## config.mk

```make
export PLATFORM = sky130hd
export DESIGN_NAME = chb_host_port
export DESIGN_NICKNAME = d
export VERILOG_FILES = /design/src/shared/chb_pkg.sv /design/src/design/chb_host_port.sv /design/src/design/chb_sync2.sv
export VERILOG_INCLUDE_DIRS = /design/src /design/src/shared
export SDC_FILE = /design/constraint.sdc
export NUM_CORES = 1
export LEC_CHECK = 0
export BUFFER_PORTS_ARGS = -buffer_cell sky130_fd_sc_hd__buf_2
export CAP_MARGIN = 10
export CORE_MARGIN = 2
export CORE_UTILIZATION = 37
export CTS_BUF_LIST = sky130_fd_sc_hd__clkbuf_4 sky130_fd_sc_hd__clkbuf_8 sky130_fd_sc_hd__clkbuf_16
export DETAILED_ROUTE_END_ITERATION = 6
export PLACE_DENSITY_LB_ADDON = 0.12
export SLEW_MARGIN = 20
export SYNTH_ARGS = -nofsm -noshare
export SYNTH_HDL_FRONTEND = slang
export SYNTH_SLANG_ARGS = --single-unit
export TNS_END_PERCENT = 30
```

## constraint.sdc

```tcl
create_clock -name core_clk -period 5.85 [get_ports core_clk]
set_input_delay 1.17 -clock core_clk [delete_from_list [all_inputs] [get_ports core_clk]]
set_output_delay 1.17 -clock core_clk [all_outputs]
set_load 0.005 [all_outputs]
```

## src/shared/chb_defines.svh

```systemverilog
// constants for the host bus and sync pin block
`ifndef CHB_DEFINES_SVH
`define CHB_DEFINES_SVH

// register pointer values
`define CHB_PTR_MODE1        5'h00
`define CHB_PTR_MODE2        5'h01
`define CHB_PTR_W            5

// field positions
`define CHB_MODE1_ES_BIT     4
`define CHB_MODE2_TRST_MSB   8

// reset values
`define CHB_MODE1_RST        16'h0000
`define CHB_MODE2_RST        16'h0000
`define CHB_VEC_RST          8'h00

// timing
`define CHB_CLK_PERIOD_NS    25
`define CHB_HOLDOFF_CYC      3
`define CHB_RESET_MIN_CYC    5
`define CHB_RD_SETTLE_CYC    2'h2
`define CHB_SYNC_STAGES      2
`endif

```

## src/shared/chb_pkg.sv

```systemverilog
// types for the host bus and sync pin block
package chb_pkg;
    // master cycle sequencer
    typedef enum logic [2:0] {
        CHB_IDLE = 3'b000,
        CHB_REQ  = 3'b001,
        CHB_T1   = 3'b010,
        CHB_T2   = 3'b011,
        CHB_T3   = 3'b100,
        CHB_HOLD = 3'b101
    } chb_dma_e;

    // kind of master cycle
    typedef enum logic [1:0] {
        CHB_KIND_READ  = 2'b00,
        CHB_KIND_PAGE  = 2'b01,
        CHB_KIND_DUMMY = 2'b10
    } chb_kind_e;
endpackage
```

## src/design/chb_host_port.sv

```systemverilog
// host bus port, arbitration and interrupt chains, forced sync outputs
`include "chb_defines.svh"
module chb_host_port import chb_pkg::*; (
    // clock and reset
    input  wire logic        core_clk,
    input  wire logic        nrst,
    // multiplexed address/data bus
    input  wire logic [15:0] muxedAddrDataIn,
    output logic      [15:0] muxedAddrDataOut,
    output logic             muxedAddrDataOe,
    // strobes and direction
    input  wire logic        addressStrobeNIn,
    output logic             addressStrobeNOut,
    output logic             addressStrobeNOe,
    input  wire logic        dataStrobeNIn,
    output logic             dataStrobeNOut,
    output logic             dataStrobeNOe,
    input  wire logic        readWriteIn,
    output logic             readWriteOut,
    output logic             readWriteOe,
    input  wire logic        chipSelectN,
    input  wire logic        commandData,
    input  wire logic        waitN,
    // transceiver enables, open drain
    output logic             transmitEnableNOut,
    output logic             transmitEnableNOe,
    output logic             receiveEnableNOut,
    output logic             receiveEnableNOe,
    // bus arbitration
    input  wire logic        busRequestNIn,
    output logic             busRequestNOut,
    output logic             busRequestNOe,
    input  wire logic        busAckInN,
    output logic             busAckOutN,
    // interrupt chain
    output logic             interruptNOut,
    output logic             interruptNOe,
    input  wire logic        interruptAckN,
    input  wire logic        irqChainEnableIn,
    output logic             irqChainEnableOut,
    // video pins
    output logic             hsync,
    output logic             vsync,
    output logic             blank,
    input  wire logic        externalLineSyncIn,
    input  wire logic        testResetN,
    input  wire logic        characterClockIn,
    // timing generator side
    input  wire logic        hsyncGen,
    input  wire logic        vsyncGen,
    input  wire logic        blankGen,
    output logic             counterClear,
    output logic             lineSyncPulse,
    output logic             charTick,
    // register side
    output logic [15:0]      mode1,
    output logic [15:0]      mode2,
    output logic [4:0]       regPointer,
    output logic             regWrite,
    output logic [15:0]      regWrData,
    input  wire logic [15:0] regRdData,
    // master cycle request side
    input  wire logic        dmaValid,
    input  wire logic [1:0]  dmaKind,
    input  wire logic [15:0] dmaAddr,
    input  wire logic [7:0]  dmaHiAddr,
    output logic             dmaDone,
    output logic [15:0]      dmaRdData,
    output logic             busMaster,
    // interrupt source
    input  wire logic        irqEvent,
    input  wire logic [7:0]  irqVector
);
    // synchronised pins
    logic [15:0] adS;
    logic [12:0] ctlS;
    logic        asS, dsS, rwS, csS, cdS, waitS, brqS, baiS, iackS, ieiS, esyncS, trstS, cclkS;

    // all pin inputs and the character clock pass two flops before use
    chb_sync2 #(.W(16), .INIT(16'h0000)) u_sync_ad (
        .core_clk (core_clk),
        .nrst     (nrst),
        .asyncIn  (muxedAddrDataIn),
        .syncOut  (adS)
    );
    chb_sync2 #(.W(13), .INIT(13'h1_FFF)) u_sync_ctl (
        .core_clk (core_clk),
        .nrst     (nrst),
        .asyncIn  ({addressStrobeNIn, dataStrobeNIn, readWriteIn, chipSelectN, commandData, waitN,
                    busRequestNIn, busAckInN, interruptAckN, irqChainEnableIn, externalLineSyncIn,
                    testResetN, characterClockIn}),
        .syncOut  (ctlS)
    );
    assign {asS, dsS, rwS, csS, cdS, waitS, brqS, baiS, iackS, ieiS, esyncS, trstS, cclkS} = ctlS;

    // state
    chb_dma_e    st_q;
    logic        master_q;
    logic [1:0]  settle_q;
    logic [1:0]  hold_q;
    chb_kind_e   kind_q;
    logic        csLat_q, cdLat_q;
    logic        dsPrev_q, esPrev_q, cclkPrev_q;
    logic        irqPend_q;
    logic        hs_q, vs_q, bl_q;
    logic [15:0] mode1_q, mode2_q, rdData_q, dmaRd_q;
    logic [4:0]  ptr_q;
    logic        regWr_q, dmaDone_q, lineSync_q, charTick_q;
    logic [15:0] regWrData_q;

    // decode
    logic sel, slaveRd, slaveWrEnd, vecAck, vecOut, needBus;
    assign sel        = !csLat_q && !master_q;
    assign slaveRd    = sel && !dsS && rwS;
    assign slaveWrEnd = sel && dsS && !dsPrev_q && !rwS;
    assign vecAck     = !iackS && ieiS && irqPend_q && !master_q;
    assign vecOut     = vecAck && !dsS;
    assign needBus    = st_q != CHB_IDLE && st_q != CHB_HOLD;

    // select latch: transparent while strobe low or while master, otherwise holds from its rising edge
    always_ff @(posedge core_clk or negedge nrst) begin
        if (!nrst) begin
            csLat_q <= 1'b1;
            cdLat_q <= 1'b0;
        end else if (!asS || master_q) begin
            csLat_q <= csS;
            cdLat_q <= cdS;
        end
    end

    // edge history of the data strobe, line sync and character clock
    always_ff @(posedge core_clk or negedge nrst) begin
        if (!nrst) begin
            dsPrev_q   <= 1'b1;
            esPrev_q   <= 1'b1;   // same as synchroniser reset, so no false edge follows reset
            cclkPrev_q <= 1'b1;
        end else begin
            dsPrev_q   <= dsS;
            esPrev_q   <= esyncS;
            cclkPrev_q <= cclkS;
        end
    end

    // pointer and mode registers; strobe is async so the write lands after sync delay
    always_ff @(posedge core_clk or negedge nrst) begin
        if (!nrst) begin
            ptr_q       <= 5'h00;
            mode1_q     <= `CHB_MODE1_RST;
            mode2_q     <= `CHB_MODE2_RST;
            regWr_q     <= 1'b0;
            regWrData_q <= 16'h0000;
        end else begin
            regWr_q <= 1'b0;
            if (slaveWrEnd && cdLat_q) begin
                ptr_q <= adS[`CHB_PTR_W-1:0];
            end else if (slaveWrEnd) begin
                regWr_q     <= 1'b1;
                regWrData_q <= adS;
                if (ptr_q == `CHB_PTR_MODE1) begin
                    mode1_q <= adS;
                end
                if (ptr_q == `CHB_PTR_MODE2) begin
                    mode2_q <= adS;
                end
            end
            if (!trstS) begin
                mode2_q[`CHB_MODE2_TRST_MSB:0] <= '0;
            end
        end
    end

    // read data register, refreshed each cycle: vector in acknowledge, pointer when command, else the pointed source
    always_ff @(posedge core_clk or negedge nrst) begin
        if (!nrst) begin
            rdData_q <= 16'h0000;
        end else if (vecAck) begin
            rdData_q <= {8'h00, irqVector};
        end else if (cdLat_q) begin
            rdData_q <= {11'h000, ptr_q};
        end else if (ptr_q == `CHB_PTR_MODE1) begin
            rdData_q <= mode1_q;
        end else if (ptr_q == `CHB_PTR_MODE2) begin
            rdData_q <= mode2_q;
        end else begin
            rdData_q <= regRdData;
        end
    end

    // master cycle sequencer
    always_ff @(posedge core_clk or negedge nrst) begin
        if (!nrst) begin
            st_q      <= CHB_IDLE;
            master_q  <= 1'b0;
            settle_q  <= 2'h0;
            hold_q    <= 2'h0;
            kind_q    <= CHB_KIND_READ;
            dmaDone_q <= 1'b0;
            dmaRd_q   <= 16'h0000;
        end else begin
            dmaDone_q <= 1'b0;
            unique case (st_q)
                CHB_IDLE: begin
                    if (dmaValid) begin
                        st_q <= CHB_REQ;
                    end
                end
                CHB_REQ: begin
                    if (!baiS) begin
                        master_q <= 1'b1;
                        st_q     <= CHB_T1;
                        kind_q   <= chb_kind_e'(dmaKind);
                    end
                end
                CHB_T1: begin
                    st_q     <= CHB_T2;
                    settle_q <= 2'h0;
                end
                CHB_T2: begin
                    // stretch memory reads only
                    if (waitS || kind_q != CHB_KIND_READ) begin
                        st_q <= CHB_T3;
                    end
                end
                CHB_T3: begin
                    if (settle_q != `CHB_RD_SETTLE_CYC) begin
                        settle_q <= settle_q + 2'h1;
                    end else begin
                        dmaDone_q <= 1'b1;
                        dmaRd_q   <= adS;
                        if (dmaValid && !baiS) begin
                            st_q   <= CHB_T1;
                            kind_q <= chb_kind_e'(dmaKind);
                        end else begin
                            // release the bus, then keep off it
                            master_q <= 1'b0;
                            hold_q   <= 2'h1;
                            st_q     <= CHB_HOLD;
                        end
                    end
                end
                CHB_HOLD: begin
                    if (hold_q != 2'(`CHB_HOLDOFF_CYC)) begin
                        hold_q <= hold_q + 2'h1;
                    end else if (dmaValid && brqS) begin
                        st_q <= CHB_REQ;
                    end else if (!dmaValid) begin
                        st_q <= CHB_IDLE;
                    end
                end
                default: st_q <= CHB_IDLE;
            endcase
        end
    end

    // interrupt pending: an event in the ack cycle wins over the clear
    always_ff @(posedge core_clk or negedge nrst) begin
        if (!nrst) begin
            irqPend_q <= 1'b0;
        end else if (irqEvent) begin
            irqPend_q <= 1'b1;
        end else if (vecAck && dsS && !dsPrev_q) begin
            irqPend_q <= 1'b0;
        end
    end

    // sync outputs forced safe under reset and test reset
    always_ff @(posedge core_clk or negedge nrst) begin
        if (!nrst) begin
            hs_q <= 1'b0;
            vs_q <= 1'b0;
            bl_q <= 1'b1;
        end else if (!trstS) begin
            hs_q <= 1'b0;
            vs_q <= 1'b0;
            bl_q <= 1'b1;
        end else begin
            hs_q <= hsyncGen;
            vs_q <= vsyncGen;
            bl_q <= blankGen;
        end
    end

    // line sync and character clock events; line sync never reaches hsync
    always_ff @(posedge core_clk or negedge nrst) begin
        if (!nrst) begin
            lineSync_q <= 1'b0;
            charTick_q <= 1'b0;
        end else begin
            lineSync_q <= mode1_q[`CHB_MODE1_ES_BIT] && esyncS && !esPrev_q;
            charTick_q <= cclkS && !cclkPrev_q;
        end
    end

    // master drive: address in T1, data strobe low T2..T3 on reads only
    always_comb begin
        muxedAddrDataOut = rdData_q;
        muxedAddrDataOe  = slaveRd || vecOut;
        addressStrobeNOut = 1'b1;
        dataStrobeNOut    = 1'b1;
        readWriteOut      = 1'b1;
        if (master_q) begin
            muxedAddrDataOut = (kind_q == CHB_KIND_PAGE) ? {8'h00, dmaHiAddr} : dmaAddr;
            muxedAddrDataOe  = (st_q == CHB_T1);
            addressStrobeNOut = (st_q != CHB_T1);
            dataStrobeNOut    = !((st_q == CHB_T2 || st_q == CHB_T3) && kind_q == CHB_KIND_READ);
            readWriteOut      = (kind_q != CHB_KIND_PAGE);
        end
    end

    // strobes tri-stated unless master
    assign addressStrobeNOe = master_q;
    assign dataStrobeNOe    = master_q;
    assign readWriteOe      = master_q;

    // transceiver enables; the receive enable is masked while the transmit enable is on
    logic txOn, rxOn;
    assign txOn = master_q ? (st_q == CHB_T1) : (slaveRd || vecOut);
    assign rxOn = master_q ? (kind_q == CHB_KIND_READ && (st_q == CHB_T2 || st_q == CHB_T3))
                           : (sel && !dsS && !rwS);
    assign transmitEnableNOut = 1'b0;
    assign transmitEnableNOe  = txOn;
    assign receiveEnableNOut  = 1'b0;
    assign receiveEnableNOe   = rxOn && !txOn;

    // arbitration pins
    assign busRequestNOut = 1'b0;
    assign busRequestNOe  = needBus;
    assign busAckOutN     = needBus ? 1'b1 : baiS;

    // interrupt chain
    assign interruptNOut     = 1'b0;
    assign interruptNOe      = irqPend_q;
    assign irqChainEnableOut = ieiS && !irqPend_q;

    // user-side outputs
    assign hsync         = hs_q;
    assign vsync         = vs_q;
    assign blank         = bl_q;
    assign counterClear  = !trstS;
    assign lineSyncPulse = lineSync_q;
    assign charTick      = charTick_q;
    assign mode1         = mode1_q;
    assign mode2         = mode2_q;
    assign regPointer    = ptr_q;
    assign regWrite      = regWr_q;
    assign regWrData     = regWrData_q;
    assign dmaDone       = dmaDone_q;
    assign dmaRdData     = dmaRd_q;
    assign busMaster     = master_q;
endmodule

```

## src/design/chb_sync2.sv

```systemverilog
// two flip-flop synchroniser for pin and foreign-clock inputs
module chb_sync2 #(
    parameter int unsigned W     = 1,
    parameter logic [W-1:0] INIT = '0
) (
    // clock and reset
    input  wire logic         core_clk,
    input  wire logic         nrst,
    // async in, synced out
    input  wire logic [W-1:0] asyncIn,
    output logic      [W-1:0] syncOut
);
    logic [W-1:0] meta_q;

    // first stage feeds only the second stage
    always_ff @(posedge core_clk or negedge nrst) begin
        if (!nrst) begin
            meta_q  <= INIT;
            syncOut <= INIT;
        end else begin
            meta_q  <= asyncIn;
            syncOut <= meta_q;
        end
    end
endmodule

```

==> impl_metrics.json, run 1 <==
{
  "run_status": "complete, no violations",
  "min_from": "u_sync_ctl.meta_q[8]$_DFF_PN1_",
  "maxSlewViolCount": 0,
  "post_cts_buffers": 0,
  "num_vias": 4459,
  "clk_latency_ns": 0.42,
  "period_minus_slack_ns": 3.63,
  "tns_ns": 0,
  "fin_cells": 921,
  "cpMaxStageDelayCell": "nor4bb_2",
  "synth_cells": 493,
  "ys_async_sr_fraction": 1.00,
  "path_cells": "nor4bb_2 -> a21oi_1 -> o31ai_1 -> a21oi_1 -> buf_2",
  "worst_pin_slew_ns": 1.02,
  "io_pins": 197,
  "cts_made_buffers": 17,
  "core_sq_um": 17200,
  "synthMuxAreaShare": 0.146,
  "power.density_nw_per_um2": 461,
  "dp_hpwl_microns": 11400,
  "ys_warn_count": 0,
  "synth_edf_count": 0,
  "holdPathStages": 0,
  "synthToLayoutAreaGrowth_pct": 27.5,
  "cts_hold_buf": 0,
  "vdd_drop_max_mv": 0.194,
  "critical_path_arrival_ns": 2.46,
  "setup_viol": 0,
  "rr_worst_depth": 4,
  "skew_ns": 0.0149,
  "drt-initial-drc-count": 149,
  "postRouteAntennaNets": 0,
  "place_inst": 888,
  "start_util": 0.376,
  "place.gp.congestion": 0.787,
  "path_class": "flop to output port",
  "rows": 48,
  "worstSetupEndpointType": "output port",
  "synth_area_leaders": "dfrtp_1 (52%), dfstp_2 (13%), mux2_2 (11%)",
  "fmax_mhz": 275,
  "antenna_found_initial": 1,
  "cp.depth": 5,
  "synth_top_cell_area_share": 0.521,
  "h-tree-depth": 4,
  "rsz0062_at_grt": "false",
  "holdPathEnd": "u_sync_ctl.syncOut[8]$_DFF_PN1_",
  "synth_top_family_by_area": "multiplexers",
  "synth.avg_cell_area_sq_um": 13.2,
  "die_area_sq_um": 18600,
  "min_path_type": "flop to flop",
  "routed_wirelength_microns": 15800,
  "yosysSeqAreaShare": 0.647,
  "die_w_microns": 136,
  "track_usage": 0.174,
  "fin_nets": 770,
  "cap_viol_max_count": 0,
  "clock_path_buffers": 2,
  "final_core_util": 0.479,
  "critPathTopFamily": "simple AND/OR/NAND/NOR gates",
  "overflow": 0,
  "drt-pass1-iter-count": 4,
  "drive_gt1_frac": 0.483,
  "clk_pin_slew_worst_paths_ns": 0.07,
  "grt_pass1_wl_microns": 24300,
  "grt_max_degree": 70,
  "crit_path_frequent_cell": "a21oi_1",
  "r2r_end": "mode1[10]$_DFFE_PN0P_",
  "viasPerCell": 4.84,
  "yosysUniqueCellTypes": 50,
  "synth_compound_area_frac": 0.0756,
  "slowest_delay_ns": 0.82,
  "cts_sinks": 166,
  "required_ns": 4.68,
  "cp-start-kind": "flop",
  "yosysTopAreaCell": "dfrtp_1",
  "hold_viol_final": 0,
  "cts-root-buf": "clkbuf_16",
  "min_period_over_period": 0.621,
  "portBuffers": 192,
  "die_y_microns": 136,
  "slew_headroom": 0.308,
  "critPathMaxFanout": 10,
  "cts_tree": "done",
  "wl_per_cell_microns": 17.1,
  "grt_pass1_vias": 4536,
  "ctsResizeCount": 0,
  "synth_xor_area_frac": 0.00135,
  "postSynth.topFlopCell": "dfrtp_1",
  "crit_buf_inv": 1,
  "synth_fa_ha_area_frac": 0.00386,
  "drt_drc_violations_left": 0,
  "leakage_nw": 4.06,
  "yosys.area_share.simple": 0.0915,
  "r2r_setup_slack_ns": 3.17,
  "syn-cell-area_sq_um": 6480,
  "r2r-start": "u_sync_ctl.syncOut[11]$_DFF_PN1_",
  "ys_seq_elements": 166
}
==> worst register-to-register path: cells and delay by family, from the launching register on <==
kind             cells  cell delay, ns
flip-flops           1            0.57
multiplexers         1            0.42
AND/OR/NAND/NOR      3            1.59
==> per-stage QoR <==
stage / area, sq um / setup slack, ns / hold slack (ns) / power [mW]
2_1_floorplan: 6490 / 3.10 / 0.331 / 2.25
3_3_place_gp: 7640 / 2.75 / 0.332 / 2.69
3_5_place_dp: 7660 / 2.66 / 0.335 / 2.73
4_1_cts: 8260 / 2.19 / 0.348 / 3.86
5_1_grt: 8260 / 2.00 / 0.357 / 4.06
6_report: 8260 / 2.22 / 0.350 / 3.81
==> cell families (layout without fill, tap and decap cells) <==
logic type      after synthesis  after routing
flops                       166            166
mux                          87             87
other cells                   1              5
xor+xnor                      1              1
buf+inv                      47            246
compound gates               81             81
simple gates                108            108
fa+ha+maj                     2              2
==> layout by cell type (no fill, tap or decap), types with 3 or more instances in the layout <==
| cell | count |
|---|---|
| mux2_2 | 63 |
| o22ai_1 | 8 |
| inv_8 | 6 |
| a22o_1 | 5 |
| clkinvlp_4 | 3 |
| buf_2 | 191 |
| clkbuf_16 | 17 |
| nand3_1 | 12 |
| buf_4 | 5 |
| o21ai_0 | 31 |
| mux2i_1 | 24 |
| and3_1 | 5 |
| nor2b_1 | 5 |
| dfstp_2 | 31 |
| a21oi_1 | 17 |
| inv_1 | 16 |
| nand2b_1 | 6 |
| nor2_1 | 21 |
| dfrtp_1 | 135 |
| conb_1 | 4 |
| a211oi_1 | 9 |
| nand2_1 | 38 |
==> report_power, final <==
part	total, mW	internal, mW	switching, mW
logic	1.09	0.543	0.549
registers	1.60	1.41	0.192
clock network	1.12	0.620	0.499
total	3.81	2.57	1.24
==> layout make-up <==
class	count	area [sq um]
antenna	1	2.50
clock inverter	14	159
inverter	16	60.1
multi-input combinational	283	2100
sequential	166	4190
timing repair buffer	198	1030
fill	1599	8970
clock buffer	18	439
tap	225	282
==> sequential cells by signal (all words and copies together) (netlist names), 3 cells and up <==
name	flops
dmaRdData	16
mode1	16
mode2	16
rdData_q	16
regPointer	5
regWrData	16
st_q	3
u_sync_ad.meta_q	16
u_sync_ad.syncOut	16
u_sync_ctl.meta_q	13
u_sync_ctl.syncOut	13
==> how the worst max path moves through the flow <==
stage,from,endpoint,slack (ns)
2_1_floorplan,addressStrobeNOe$_DFFE_PN0P_,transmitEnableNOe,3.10
3_3_place_gp,u_sync_ctl.syncOut[3]$_DFF_PN1_,receiveEnableNOe,2.75
3_5_place_dp,u_sync_ctl.syncOut[3]$_DFF_PN1_,receiveEnableNOe,2.66
4_1_cts,u_sync_ctl.syncOut[3]$_DFF_PN1_,receiveEnableNOe,2.19
5_1_grt,u_sync_ctl.syncOut[3]$_DFF_PN1_,receiveEnableNOe,2.00
6_report,u_sync_ctl.syncOut[3]$_DFF_PN1_,receiveEnableNOe,2.22
==> routing by layer <==
layer | vias to the layer above | global-route usage | wire, microns
met4 | 0 | 0.0544 | 229
met1 | 2238 | 0.216 | 6890
met2 | 121 | 0.295 | 7850
li1 | 2084 | - | -
met5 | - | 0 | 0
met3 | 16 | 0.0492 | 792
==> Yosys cell counts, drive strengths merged, types with 2 or more instances <==
| cell | count |
|---|---|
| dfrtp | 135 |
| mux2 | 63 |
| nand2 | 39 |
| dfstp | 31 |
| o21ai | 31 |
| mux2i | 24 |
| nor2 | 21 |
| a21oi | 17 |
| clkbuf | 16 |
| inv | 16 |
| buf | 15 |
| nand3 | 12 |
| a211oi | 9 |
| o22ai | 8 |
| nand2b | 6 |
| nor2b | 6 |
| a22o | 5 |
| and3 | 5 |
| a21o | 2 |
| and2 | 2 |
| ha | 2 |
| nand3b | 2 |
| nor3 | 2 |
| nor4b | 2 |
| o311ai | 2 |
| or3 | 2 |
Power figures use the tool's default switching activity.
==> run 2, diff against run 1 <==
ABC_AREA = 1   (was unset)
clock period = 3.8 ns   (was 5.85 ns; I/O delays follow)
==> run 2 against run 1 <==
  * Clock power rose by 53%
  * Wire length up 8.9%
  * Sequential power grew 55%
  * Design area decreased by 0.27%
  * Global-route usage up 1.4 points
  * Setup slack worse by 1.5 ns
  * First-iteration DRC count is 130% higher
  * Clock skew fell by 0.0030 ns
  * Critical path depth did not move
  * Synthesized cell count rose by 37%
  * Worst hold slack improved by 0.00082 ns
  * Sequential cell count did not move
==> impl_metrics.json, run 2 <==
{
  "drive_gt1_frac": 0.331,
  "synth_edf_count": 0,
  "cts-root-buf": "clkbuf_16",
  "num_vias": 5184,
  "yosysTopAreaCell": "dfrtp_1",
  "cts_hold_buf": 0,
  "grt_pass1_wl_microns": 26600,
  "maxSlewViolCount": 0,
  "r2r-start": "regPointer[3]$_DFFE_PN0P_",
  "fmax_mhz": 328,
  "clock_path_buffers": 2,
  "fin_nets": 947,
  "drt_drc_violations_left": 0,
  "min_period_over_period": 0.802,
  "p_total_mw": 5.98,
  "slew_headroom": 0.369,
  "layout_setup_ws_ns": 0.753,
  "final_common_cell": "buf_2",
  "clk_latency_ns": 0.43,
  "grt_max_degree": 93,
  "required_ns": 3.04,
  "critPathMaxFanout": 18,
  "viasPerCell": 4.72,
  "period_minus_slack_ns": 3.05,
  "die_y_microns": 137,
  "start_util": 0.379,
  "io_pins": 197,
  "grt_pass1_vias": 5056,
  "synthTopCellsByCount": "nand2_1 (166), dfrtp_1 (135), o21ai_0 (72), inv_1 (59), nor2_1 (55)",
  "synthToLayoutAreaGrowth_pct": 25.7,
  "path_class": "flop to output port",
  "ctsResizeCount": 0,
  "wl_per_cell_microns": 15.6,
  "vdd_drop_max_mv": 0.324,
  "ys_warn_count": 0,
  "r2r_end": "mode1[15]$_DFFE_PN0P_",
  "synth_top_cell_area_share": 0.515,
  "yosysUniqueCellTypes": 32,
  "cts_made_buffers": 17,
  "place_area_sq_um": 7650,
  "die_w_microns": 137,
  "drt-pass1-iter-count": 5,
  "layout_common_cells": "buf_2 (191), nand2_1 (166), dfrtp_1 (135)",
  "synth.avg_cell_area_sq_um": 9.72,
  "syn-cell-area_sq_um": 6560,
  "hold_viol_final": 0,
  "regArea_sq_um": 4190,
  "cap_viol_max_count": 0,
  "critical_path_arrival_ns": 2.29,
  "cp-start-kind": "flop",
  "antenna_found_initial": 1,
  "overflow": 0,
  "worstSetupEndpointType": "output port",
  "h-tree-depth": 4,
  "holdPathStages": 0,
  "post_cts_buffers": 0,
  "tns_ns": 0,
  "final_core_util": 0.476,
  "setup_viol": 0,
  "synth_cells": 675,
  "postRouteAntennaNets": 0,
  "cts_sinks": 166,
  "rsz0062_at_grt": "false",
  "min_from": "u_sync_ad.meta_q[4]$_DFF_PN0_",
  "ys_async_sr_fraction": 1.00,
  "holdPathEnd": "u_sync_ad.syncOut[4]$_DFF_PN0_",
  "yosysSeqAreaShare": 0.639,
  "power.density_nw_per_um2": 726,
  "nFillCells": 1683,
  "postSynth.topFlopCell": "dfrtp_1",
  "ys_seq_elements": 166,
  "worst_pin_slew_ns": 0.942,
  "dp_hpwl_microns": 12800,
  "rr_worst_depth": 6,
  "drt-initial-drc-count": 349,
  "core_sq_um": 17300,
  "run_status": "complete, no violations",
  "synth.most_common_cell": "nand2_1",
  "synth_area_leaders": "dfrtp_1 (52%), dfstp_2 (12%), nand2_1 (9.5%)",
  "skew_ns": 0.0119,
  "place_ws_ns": 1.19,
  "die_area_sq_um": 18800,
  "multi_input_area_sq_um": 1920,
  "portBuffers": 192,
  "stdcell_area_sq_um": 8240,
  "track_usage": 0.189,
  "rows": 48,
  "cts_tree": "done",
  "leakage_nw": 4.29,
  "place.gp.congestion": 0.871,
  "routed_wirelength_microns": 17200,
  "r2r_setup_slack_ns": 1.61,
  "clk_pin_slew_worst_paths_ns": 0.07,
  "min_path_type": "flop to flop"
}
[run 2: cell types whose count changed after synthesis, sizes merged, moves of 9 or more]
cell	change
mux2i	-24
nand2	+131
nand3	+18
nor2	+43
nand4	+10
o21ai	+89
a211oi	-9
mux2	-62
inv	+48
buf	+10
a21oi	-13
[run 2: metrics by stage]
step,hold slack (ns),cells
2_1_floorplan,0.331,678
3_3_place_gp,0.332,1065
3_5_place_dp,0.335,1065
4_1_cts,0.353,1097
5_1_grt,0.361,1097
6_report,0.350,1098
[run 2: worst max-delay path: stages (launching register included)]
cell and delay, ns:
dfrtp_1 0.39, nor2_1 0.73, inv_1 0.34, nor2_1 0.17, o21ai_0 0.10, buf_2 0.13
[run 2: kinds of logic after synthesis]
logic type / after synthesis / synth area share
adders and majority gates: 2 / 0.00381
other: 1 / 0.000572
DFF: 166 / 0.639
muxes: 1 / 0.00172
and+or+nand+nor: 278 / 0.182
buffers and inverters: 99 / 0.0691
AOI/OAI and AO/OA: 128 / 0.103
[run 2: worst max-delay path by stage]
stage | startpoint | endpoint | slack, ns | cells after the start
after floorplan | addressStrobeNOe$_DFFE_PN0P_ | transmitEnableNOe | 1.83 | 4
after global placement | kind_q[1]$_DFFE_PN0P_ | muxedAddrDataOut[1] | 1.33 | 5
after detailed placement | kind_q[1]$_DFFE_PN0P_ | muxedAddrDataOut[2] | 1.19 | 5
after CTS | kind_q[1]$_DFFE_PN0P_ | muxedAddrDataOut[2] | 0.72 | 5
after global routing | kind_q[0]$_DFFE_PN0P_ | muxedAddrDataOut[3] | 0.47 | 6
final | kind_q[1]$_DFFE_PN0P_ | muxedAddrDataOut[2] | 0.75 | 5
[run 2: cell type report]
| type | instances | share of cell area |
|---|---|---|
| clock inverters | 14 | 0.0191 |
| clock buffers | 18 | 0.0525 |
| well taps | 225 | 0.0342 |
| repair buffers | 195 | 0.122 |
| flip-flops and latches | 166 | 0.509 |
| diodes | 1 | 0.000304 |
| inverters | 66 | 0.0301 |
| multi-input cells | 413 | 0.233 |
[run 2: metal layers]
metal / vias up / routed length [microns] / part of all wire / global-route usage
met4: 0 / 276 / 0.016 / 0.0676
li1: 2527 / - / - / -
met2: 171 / 8050 / 0.47 / 0.295
met1: 2462 / 7510 / 0.44 / 0.249
met3: 24 / 1330 / 0.077 / 0.0574
met5: - / 0 / 0 / 0
[run 2: power breakdown]
group	internal, mW	switching, mW	total, mW
combinational	0.703	1.09	1.79
sequential	2.20	0.281	2.48
clock	0.944	0.771	1.71
total	3.84	2.14	5.98
